$ cat config.mk
export PLATFORM = sky130hd
export DESIGN_NAME = sdc_control_fields
export DESIGN_NICKNAME = d
export VERILOG_FILES = /design/src/sdc_control_fields.v /design/src/sdc_shift_in.v
export VERILOG_INCLUDE_DIRS = /design/src
export SDC_FILE = /design/constraint.sdc
export NUM_CORES = 1
export LEC_CHECK = 0
export CAP_MARGIN = 20
export CORE_MARGIN = 2
export CORE_UTILIZATION = 25
export CTS_CLUSTER_DIAMETER = 120
export DETAILED_ROUTE_END_ITERATION = 8
export DONT_BUFFER_PORTS = 1
export PLACE_DENSITY = 0.43
export SYNTH_ARGS = -nofsm -noshare
export SYNTH_HDL_FRONTEND = slang
export SYNTH_SLANG_ARGS = --single-unit
$ cat constraint.sdc
create_clock -name clk -period 5.25 [get_ports clk]
set_input_delay 1.05 -clock clk [delete_from_list [all_inputs] [get_ports clk]]
set_output_delay 1.05 -clock clk [all_outputs]
set_load 0.005 [all_outputs]
$ cat src/sdc_map.vh
// field positions, codes and reset values of the synthesizer control words
`ifndef SDC_MAP_VH
`define SDC_MAP_VH

// serial word layout
`define SDC_WORD_W          24
`define SDC_ADDR_HI         1
`define SDC_ADDR_LO         0
`define SDC_ADDR_IF_REF     2'h0
`define SDC_ADDR_IF_MAIN    2'h1
`define SDC_ADDR_RF_REF     2'h2
`define SDC_ADDR_RF_MAIN    2'h3

// reference words
`define SDC_RF_DLL_MODE     23
`define SDC_RF_DOUBLER      22
`define SDC_RF_PUMP_HI      21
`define SDC_RF_PUMP_LO      18
`define SDC_RF_POLARITY     17
`define SDC_IF_PUMP_GAIN    18

// if main divider word
`define SDC_IF_CNT_CLEAR    23
`define SDC_IF_SLEEP        22
`define SDC_IF_SLEEP_TIMING 21
`define SDC_IF_FAST_SETTLE  20
`define SDC_IF_FRAC_TEST    19
`define SDC_IF_AUX_B        18
`define SDC_IF_AUX_A        17
`define SDC_IF_PROG_HI      16
`define SDC_IF_PROG_LO      5
`define SDC_IF_SWALLOW_HI   4
`define SDC_IF_SWALLOW_LO   2

// pump current step and if prescaler modulus
`define SDC_PUMP_STEP_UA    11'h064
`define SDC_IF_PRESCALE     16'h0008
`define SDC_IF_PROG_MIN     12'h003

// reset values
`define SDC_RST_WORD        24'h000000
`define SDC_RST_BIT         1'h0

`endif

$ cat src/sdc_control_fields.v
// decode and apply rf reference and if main divider word control fields
//
// What this block does
// - bit 23 selects slow/fast delay-line calibration
// - bit 22 enables the voltage doubler
// - bit 17 sets rf detector polarity
// - pump current is 100 uA times code+1
// - address 01 latches the if main word
// - if word fields: control, outputs, counts
// - plain mode: bits 17/18 drive pins A/B
// - bit 19 disables fractional spur compensation
// - bit 20 selects fast-settle, level bits ignored
// - fast-settle: pin A low when rf eight-weight
// - fast-settle: pin B low when if high gain
// - counter clear holds N and R counters
// - timed sleep waits for pump pulse end
// - immediate sleep acts at once on load
`timescale 1ns/10ps
`default_nettype none
`include "sdc_map.vh"

module sdc_control_fields (
    input  wire        clk,
    input  wire        rst_b,
    input  wire        serialData,
    input  wire        serialClock,
    input  wire        latchStrobe,
    input  wire        pumpPulseDone,
    output reg         dllFastMode,
    output reg         doublerEnable,
    output reg         rfDetectorPolarity,
    output reg  [3:0]  rfPumpSetting,
    output reg  [10:0] rfPumpCurrentUa,
    output reg         rfPumpWeightEight,
    output reg         ifPumpHighGain,
    output reg  [2:0]  ifControlField,
    output reg         ifCounterClear,
    output reg         ifSleepTiming,
    output reg         ifLoopPoweredDown,
    output reg         fracCompDisable,
    output reg         fastSettleMode,
    output reg         auxPinA,
    output reg         auxPinAOe,
    output reg         auxPinB,
    output reg         auxPinBOe,
    output reg  [2:0]  ifSwallowCount,
    output reg  [11:0] ifProgramCount,
    output reg  [15:0] ifDivideRatio,
    output reg         ifRatioLegal
);

    // ==========================================================
    // serial capture
    wire                   wordValid;
    wire [`SDC_WORD_W-1:0] word;
    wire [1:0]             wordAddressBits;

    sdc_shift_in shifter (
        .clk         (clk),
        .rst_b       (rst_b),
        .serialData  (serialData),
        .serialClock (serialClock),
        .latchStrobe (latchStrobe),
        .wordValid   (wordValid),
        .word        (word)
    );

    assign wordAddressBits = word[`SDC_ADDR_HI:`SDC_ADDR_LO];

    // ==========================================================
    // word latches
    reg [`SDC_WORD_W-1:0] rfReferenceWord;
    reg [`SDC_WORD_W-1:0] ifMainDividerWord;
    reg                   ifReferenceGain;
    reg                   sleepRequest;
    wire                  loadIfMain;
    wire                  loadRfRef;
    wire                  loadIfRef;

    assign loadIfMain = wordValid & (wordAddressBits == `SDC_ADDR_IF_MAIN);
    assign loadRfRef  = wordValid & (wordAddressBits == `SDC_ADDR_RF_REF);
    assign loadIfRef  = wordValid & (wordAddressBits == `SDC_ADDR_IF_REF);

    // other addresses leave every latch as it was
    always @(posedge clk or negedge rst_b) begin
        if (!rst_b) begin
            rfReferenceWord   <= `SDC_RST_WORD;
            ifMainDividerWord <= `SDC_RST_WORD;
            ifReferenceGain   <= `SDC_RST_BIT;
        end else begin
            if (loadIfMain) begin
                ifMainDividerWord <= word;
            end
            if (loadRfRef) begin
                rfReferenceWord <= word;
            end
            // only the gain bit of the if reference word is needed here
            if (loadIfRef) begin
                ifReferenceGain <= word[`SDC_IF_PUMP_GAIN];
            end
        end
    end

    // ==========================================================
    // rf reference fields
    wire [3:0] rfCode;
    wire       rfEight;

    assign rfCode  = rfReferenceWord[`SDC_RF_PUMP_HI:`SDC_RF_PUMP_LO];
    assign rfEight = rfReferenceWord[`SDC_RF_PUMP_HI];

    wire [10:0] next_rfPumpCurrentUa;
    assign next_rfPumpCurrentUa = `SDC_PUMP_STEP_UA * ({7'h00, rfCode} + 11'h001);

    // ==========================================================
    // if main fields
    wire        ctlClear;
    wire        ctlSleep;
    wire        ctlTiming;
    wire        ctlFast;
    wire [2:0]  swallow;
    wire [11:0] progCount;

    assign ctlClear  = ifMainDividerWord[`SDC_IF_CNT_CLEAR];
    assign ctlSleep  = ifMainDividerWord[`SDC_IF_SLEEP];
    assign ctlTiming = ifMainDividerWord[`SDC_IF_SLEEP_TIMING];
    assign ctlFast   = ifMainDividerWord[`SDC_IF_FAST_SETTLE];
    assign swallow   = ifMainDividerWord[`SDC_IF_SWALLOW_HI:`SDC_IF_SWALLOW_LO];
    assign progCount = ifMainDividerWord[`SDC_IF_PROG_HI:`SDC_IF_PROG_LO];

    // divide ratio of an 8/9 swallow divider: prescale times program plus swallow
    wire [15:0] next_ifDivideRatio;
    assign next_ifDivideRatio = (`SDC_IF_PRESCALE * {4'h0, progCount}) + {13'h0000, swallow};

    // flags settings that the host must not use; the device still obeys them
    wire next_ifRatioLegal;
    assign next_ifRatioLegal = (progCount >= `SDC_IF_PROG_MIN) &
                               (progCount >= {9'h000, swallow});

    // ==========================================================
    // auxiliary pins
    reg next_auxPinA;
    reg next_auxPinAOe;
    reg next_auxPinB;
    reg next_auxPinBOe;

    always @* begin
        if (ctlFast) begin
            // level bits are don't-care here; pins are low or released
            next_auxPinA   = 1'h0;
            next_auxPinAOe = rfEight;
            next_auxPinB   = 1'h0;
            next_auxPinBOe = ifReferenceGain;
        end else begin
            next_auxPinA   = ifMainDividerWord[`SDC_IF_AUX_A];
            next_auxPinAOe = 1'h1;
            next_auxPinB   = ifMainDividerWord[`SDC_IF_AUX_B];
            next_auxPinBOe = 1'h1;
        end
    end

    // ==========================================================
    // power down sequencing
    // timed mode: a request stays pending until the pump pulse ends;
    // power-up is always immediate so the loop never stays asleep by mistake
    reg next_ifLoopPoweredDown;
    reg next_sleepRequest;

    always @* begin
        next_sleepRequest      = sleepRequest;
        next_ifLoopPoweredDown = ifLoopPoweredDown;
        if (!ctlSleep) begin
            next_sleepRequest      = 1'h0;
            next_ifLoopPoweredDown = 1'h0;
        end else if (!ctlTiming) begin
            next_sleepRequest      = 1'h0;
            next_ifLoopPoweredDown = 1'h1;
        end else if (!ifLoopPoweredDown) begin
            next_sleepRequest = 1'h1;
            if (pumpPulseDone) begin
                next_sleepRequest      = 1'h0;
                next_ifLoopPoweredDown = 1'h1;
            end
        end
    end

    // ==========================================================
    // output registers
    always @(posedge clk or negedge rst_b) begin
        if (!rst_b) begin
            dllFastMode        <= 1'h0;
            doublerEnable      <= 1'h0;
            rfDetectorPolarity <= 1'h0;
            rfPumpSetting      <= 4'h0;
            rfPumpCurrentUa    <= `SDC_PUMP_STEP_UA;
            rfPumpWeightEight  <= 1'h0;
            ifPumpHighGain     <= 1'h0;
            ifControlField     <= 3'h0;
            ifCounterClear     <= 1'h0;
            ifSleepTiming      <= 1'h0;
            ifLoopPoweredDown  <= 1'h0;
            sleepRequest       <= 1'h0;
            fracCompDisable    <= 1'h0;
            fastSettleMode     <= 1'h0;
            auxPinA            <= 1'h0;
            auxPinAOe          <= 1'h1;
            auxPinB            <= 1'h0;
            auxPinBOe          <= 1'h1;
            ifSwallowCount     <= 3'h0;
            ifProgramCount     <= 12'h000;
            ifDivideRatio      <= 16'h0000;
            ifRatioLegal       <= 1'h0;
        end else begin
            dllFastMode        <= rfReferenceWord[`SDC_RF_DLL_MODE];
            doublerEnable      <= rfReferenceWord[`SDC_RF_DOUBLER];
            rfDetectorPolarity <= rfReferenceWord[`SDC_RF_POLARITY];
            rfPumpSetting      <= rfCode;
            rfPumpCurrentUa    <= next_rfPumpCurrentUa;
            rfPumpWeightEight  <= rfEight;
            ifPumpHighGain     <= ifReferenceGain;
            ifControlField     <= ifMainDividerWord[`SDC_IF_CNT_CLEAR:`SDC_IF_SLEEP_TIMING];
            ifCounterClear     <= ctlClear;
            ifSleepTiming      <= ctlTiming;
            ifLoopPoweredDown  <= next_ifLoopPoweredDown;
            sleepRequest       <= next_sleepRequest;
            fracCompDisable    <= ifMainDividerWord[`SDC_IF_FRAC_TEST];
            fastSettleMode     <= ctlFast;
            auxPinA            <= next_auxPinA;
            auxPinAOe          <= next_auxPinAOe;
            auxPinB            <= next_auxPinB;
            auxPinBOe          <= next_auxPinBOe;
            ifSwallowCount     <= swallow;
            ifProgramCount     <= progCount;
            ifDivideRatio      <= next_ifDivideRatio;
            ifRatioLegal       <= next_ifRatioLegal;
        end
    end

endmodule // sdc_control_fields
`default_nettype wire

$ cat src/sdc_shift_in.v
// serial shift register and latch strobe capture for 24-bit control words
`timescale 1ns/10ps
`default_nettype none
`include "sdc_map.vh"

module sdc_shift_in (
    input  wire                   clk,
    input  wire                   rst_b,
    input  wire                   serialData,
    input  wire                   serialClock,
    input  wire                   latchStrobe,
    output reg                    wordValid,
    output reg  [`SDC_WORD_W-1:0] word
);

    // ==========================================================
    // edge detection
    reg                   serialClockDly;
    reg                   latchStrobeDly;
    reg [`SDC_WORD_W-1:0] shiftReg;
    wire                  shiftEdge;
    wire                  latchEdge;

    assign shiftEdge = serialClock & ~serialClockDly;
    assign latchEdge = latchStrobe & ~latchStrobeDly;

    // ==========================================================
    // shifter, msb first
    always @(posedge clk or negedge rst_b) begin
        if (!rst_b) begin
            serialClockDly <= 1'h0;
            latchStrobeDly <= 1'h0;
            shiftReg       <= `SDC_RST_WORD;
            wordValid      <= 1'h0;
            word           <= `SDC_RST_WORD;
        end else begin
            serialClockDly <= serialClock;
            latchStrobeDly <= latchStrobe;
            wordValid      <= latchEdge;
            if (shiftEdge) begin
                shiftReg <= {shiftReg[`SDC_WORD_W-2:0], serialData};
            end
            // a shift edge in the same cycle as the latch edge is not included
            if (latchEdge) begin
                word <= shiftReg;
            end
        end
    end

endmodule // sdc_shift_in
`default_nettype wire

After elaboration in Yosys (flattened, before gate mapping). Cells that the tools add are included.

Add/subtract/negate cells: 2. Multipliers: 1. Div/mod/pow operators: 0. Magnitude comparators: 2. Eq/ne operators: 2. Shifts and indexed selects: 0. Multiplexer cells: 8. Bitwise logic cells: 8. Reduce and logical (&&, ||, !) cells: 1.

Operators with widths (count): adder 15 x 3 -> 16 bit (1); >= comparator 12 x 2 -> 1 bit, second input constant (1); >= comparator 12 x 3 -> 1 bit (1); multiplier 5 x 5 -> 9 bit, first input constant (1); two-way mux 1 bit (8); AND 1 bit (6); adder 4 x 1 -> 5 bit, second input constant (1); equality test 2 x 1 -> 1 bit, second input constant (1); equality test 2 bit, second input constant (1); logical NOT 2 bit (1); inverter 1 bit (2).

Flip-flop bits (word level): 162. Bits in latches: 0. Bits in writable memories: 0. Bits in read-only memories: 0. Bits of input ports: 6. Output and inout port bits: 64. Logic and storage cells: 53. Memories kept: 0.

Depth between registers and ports, before layout.
Word-level depth: 4. Gate-level depth with buffers: 9. Depth with buffers taken out: 9.

Cells and area by module. A second synthesis with hierarchy kept.

Cell total of the unflattened synthesis: 299. Area total of the unflattened synthesis: 4967.3 µm².

Modules (own cells, without submodules): sdc_control_fields (times used 1, cells each 192, area an instance 2874.0 µm², seq. area each 1833.0 µm²); sdc_shift_in (times used 1, cells each 107, area an instance 2093.3 µm², seq. area each 1276.2 µm²).

Least setup slack after synthesis. OpenSTA, ideal clock, no wires.

Kind: reg2reg. Start: reg rfReferenceWord[18]. End: reg rfPumpCurrentUa[10]. Setup time: 0.124 ns. Arrival time: 2.381 ns. Setup slack: 2.745 ns. Cell stages (with the launch flop): 9. Path buffers: 0. Period minus slack after synthesis: 2.505 ns. Cells stage by stage: dfrtp_1 > ha_1 > xor2_1 > ha_1 > ha_1 > fa_1 > a21o_1 > a21oi_1 > xnor2_1.

Cells in the longest elaborated chain, start to end: 2.

Ends and longest elaborated chain: start: declaration (RTL line sdc_control_fields.v:72) `` reg [`SDC_WORD_W-1:0] rfReferenceWord; ``; start signal: assignment (RTL line sdc_control_fields.v:87) `` rfReferenceWord <= `SDC_RST_WORD; ``; start signal: assignment (RTL line sdc_control_fields.v:95) `rfReferenceWord <= word;`; adder 4 x 1 -> 5 bit (RTL line sdc_control_fields.v:113) `` assign next_rfPumpCurrentUa = `SDC_PUMP_STEP_UA * ({7'h00, rfCode} + 11'h001); ``; multiplier 5 x 5 -> 9 bit (no source line); net next_rfPumpCurrentUa[10] (RTL line sdc_control_fields.v:112) `wire [10:0] next_rfPumpCurrentUa;`; end signal: assignment (RTL line sdc_control_fields.v:195) `` rfPumpCurrentUa <= `SDC_PUMP_STEP_UA; ``; end signal: assignment (RTL line sdc_control_fields.v:218) `rfPumpCurrentUa <= next_rfPumpCurrentUa;`; end: declaration (RTL line sdc_control_fields.v:33) `output reg [10:0] rfPumpCurrentUa,`.

The timed path passes the listed nets, and every way through them passes these cells. A chain may end at the register's enable or synchronous reset.

Worst setup path after layout. Same ends and word-level chain as after synthesis.

==> metrics.md <==
| Metric | Value |
|---|---|
| CTS buffer count | 17 |
| Total number of yosys warnings | 0 |
| Die area | roughly 20000 sq um |
| CTS sink cnt | 124 |
| Final worst path period share | 51.88% |
| Number of vias in the routed layout | 2189 |
| H-Tree Depth | 4 |
| CP Max Fanout | 9 |
| Antenna-violating nets left | 0 |
| Critical Path End Type | flip-flop |
| Layout cells sized above 1 | 39.93% |
| Post-route clock skew | 0.007369 ns |
| Detail-routed net length per standard cell | 14.21 um |
| Total gr overflow | 0 |
| Category of the critical setup timing path | reg2reg |
| Largest buffer count on any clock path | 2 |
| First-pass GRT wire length | approximately 13 mm |
| Utilization after layout | 29.10% |
| Initial standard-cell utilization of the core | 25.48% |
| Layout area overhead | 14.23% |
| Area share of the largest cell type after synthesis | 62.48% |
| FF/Latch Area | 3109 sq um |
| Number of instances in the synthesized netlist | 298 |
| Most frequent cells after synthesis | sky130_fd_sc_hd__dfrtp_1, sky130_fd_sc_hd__mux2_2, sky130_fd_sc_hd__buf_4, sky130_fd_sc_hd__ha_1 |
| Met3 GRT Util | slightly above 4% |
| Number of pins exceeding their max-slew limit in the final report | 0 |
| Number of cells after detailed placement | a little over 500 |
| Standard cell core area | 18710 sq um |
| Number of enable flip-flop cells after synthesis | 0 |
| Post-synthesis sequential area ratio | 65.24% |
| Clock tree from TritonCTS | built |
| Weighted congestion reported at the end of routability-driven placement | 0.6979 |
| Half-perimeter wire length of the detailed placement result | 4.599 mm |
| RSZ-0062 raised after global routing | false |
| Status | completed |
| Leakage dissipation | 0.002651 uW |
| Hold-fix buffers at CTS | 0 |
| Count of max-cap constraint violations | 0 |
| Row count | 50 |
| Post-route insts no fill | 537 |
| FFs w/ async S/R, synth | 100.0% |
| Count of port buffers added during placement | 0 |
| Pre-antenna DRT Iters | 4 |
| Post-synthesis cell type with the largest combined area | sky130_fd_sc_hd__dfrtp_1 |
| Max Fclk | 367.1 MHz |
| Top cells by area, synth | sky130_fd_sc_hd__dfrtp_1, sky130_fd_sc_hd__mux2_2, sky130_fd_sc_hd__ha_1 |
| Routed wire length | roughly 7.6 mm |
| Most instantiated flip-flop cell in the synthesis netlist | sky130_fd_sc_hd__dfrtp_1 |
| Cell Chain, Critical Path | ha_1 -> xor2_1 -> ha_1 -> ha_1 -> fa_1 -> a21o_1 -> a21oi_1 -> xnor2_1 |
| Design Area, Final | 5444 sq um |
| Post-route DRC violation count | 0 |
| Fill cells | 1835 |
| Worst skew pair latency | 0.41 ns |
| Setup_tns | 0 ns |
| Final number of setup-violating endpoints | 0 |
| Area of combinational cells with multiple inputs | 1401 sq um |
| Global-route track usage on met1 | 10.25% |
| Initial antenna violation count | 1 |
| Vertical die dimension | 142.1 um |
| Detailed Route Iter0 Violations | 63 |
| Width of the die | 142.1 um |
| # resized after CTS | 0 |
| Final Critical Period | between 2 and 3 ns |
| Gr usage total | 8.395% |
| Critical-path cell with the highest stage delay | sky130_fd_sc_hd__dfrtp_1 |
| Area after DPL | 4841 sq um |
| Worst Hold Margin | 0.3341 ns |
| Unique cell type count in the Yosys netlist | 33 |
| Largest incremental delay on the critical path | 0.49 ns |
| Synthesized area per cell | 15.99 sq um |
| Startpoint type of the worst setup path | flip-flop |
| Layout net count | 311 |
| #FFs+latches synth | 124 |
| Worst Path Arrival | 3.05 ns |
| Worst min-delay path category | in2async |
| Number of global-route vias before repair | 2359 |
| Post-CTS setup-driven buffer insertion count | 0 |
| Hold Violations, Final | 0 |
| Pwr Density | 502.7 nW/um^2 |
| Critical Path Most Common Cell | sky130_fd_sc_hd__ha_1 |
| Clock tree root driver cell | sky130_fd_sc_hd__clkbuf_16 |
| Most instantiated library cell after synthesis | sky130_fd_sc_hd__dfrtp_1 |
| GR met2 Demand/Resource | 12.26% |
| Highest-utilization routing layer at the global route stage | met2 |
| Top-level port count | 70 |
| Pin count of the biggest net entering global routing | 125 |
| CTS clk-pin slew, worst paths | about 0.060 ns |
| Antenna diode count | 0 |
| Required time at the endpoint of the critical path | 5.58 ns |
| Average via count per standard cell | 4.076 |
| Post-Syn Area | 4766 sq um |
| Peak VDD IR | 0.0001859 V |
[worst paths after layout]
path,slack (ns),from,to,cells past startpoint
max,2.53,rfReferenceWord[18]$_DFFE_PN0P_,rfPumpCurrentUa[10]$_DFF_PN0_,8
min,0.33,rst_b,ifControlField[1]$_DFF_PN0_,0
max reg2reg,2.53,rfReferenceWord[18]$_DFFE_PN0P_,rfPumpCurrentUa[10]$_DFF_PN0_,8
min reg2reg,0.38,ifMainDividerWord[19]$_DFFE_PN0P_,fracCompDisable$_DFF_PN0_,0
max in group asynchronous,4.66,rst_b,auxPinAOe$_DFF_PN1_,0
min in group clk,0.38,ifMainDividerWord[19]$_DFFE_PN0P_,fracCompDisable$_DFF_PN0_,0
[routing by layer]
metal	part of all wire, %	vias up
li1	-	987
met1	47	1140
met2	44	46
met3	6.1	14
met4	2.3	2
met5	0.21	-
[placed cells by master (no fill, tap or decap), drive strengths merged]
cell | synthesis | layout
a211oi | 1 | 1
a21boi | 1 | 1
a21o | 2 | 2
a21oi | 5 | 5
buf | 30 | 2
bufinv | 0 | 3
clkbuf | 1 | 21
clkinv | 0 | 5
clkinvlp | 0 | 2
conb | 1 | 3
dfrtp | 119 | 119
dfstp | 5 | 5
fa | 1 | 1
ha | 14 | 14
inv | 6 | 7
mux2 | 78 | 78
mux2i | 1 | 1
nand2 | 1 | 1
nand2b | 3 | 3
nand3 | 2 | 2
nand3b | 2 | 2
nor2 | 4 | 4
nor2b | 5 | 5
nor3 | 2 | 2
nor3b | 1 | 1
o21ai | 2 | 2
o311ai | 1 | 1
or4 | 1 | 1
xnor2 | 5 | 5
xor2 | 4 | 4
[registers in the layout, summed over array words and instances (netlist names), 2 cells and up]
| name | count |
|---|---|
| rfPumpCurrentUa | 9 |
| shifter.shiftReg | 24 |
| ifSwallowCount | 2 |
| ifProgramCount | 11 |
| ifControlField | 3 |
| rfPumpSetting | 4 |
| ifMainDividerWord | 22 |
| ifDivideRatio | 2 |
| rfReferenceWord | 7 |
| shifter.word | 24 |
[where the power goes]
part / leakage [uW] / internal, uW / total, uW / switching [uW]
Sequential: 0.00163 / 1160 / 1300 / 147
Clock: 0.000293 / 770 / 1180 / 412
Combinational: 0.000724 / 168 / 250 / 82.5
Total: 0.00265 / 2100 / 2740 / 641
[kinds of logic after synthesis]
family	after synthesis	synth area share [%]
flops	124	65.24
mux	79	18.64
buf+inv	37	5.618
simple gates	21	3.124
fa+ha+maj	15	4.096
compound gates	12	1.549
xor+xnor	9	1.654
other cells	1	0.07869
[final cells by class]
| class | count | area share [%] |
|---|---|---|
| Clock buffer | 21 | 8.458 |
| Clock inverter | 11 | 2.620 |
| Inverter | 6 | 0.4137 |
| Multi-Input combinational cell | 139 | 25.74 |
| Sequential cell | 124 | 57.11 |
| Tap cell | 234 | 5.378 |
| Timing Repair Buffer | 2 | 0.2758 |
[through the flow]
| step | total power, uW | worst slack [ns] |
|---|---|---|
| after floorplan | 1558 | 2.745 |
| after global placement | 1578 | 2.604 |
| after detailed placement | 1584 | 2.527 |
| after CTS | 2785 | 2.498 |
| after global routing | 2881 | 2.313 |
| final | 2737 | 2.526 |
[critical path, delay by kind of cell (launching register included)]
family / cells / cell delay, ns
AOI/OAI and AO/OA: 2 / 0.33
xor gates and xnor gates: 2 / 0.43
adders and majority gates: 4 / 1.39
DFF: 1 / 0.49
(Power assumes the default switching activity.)
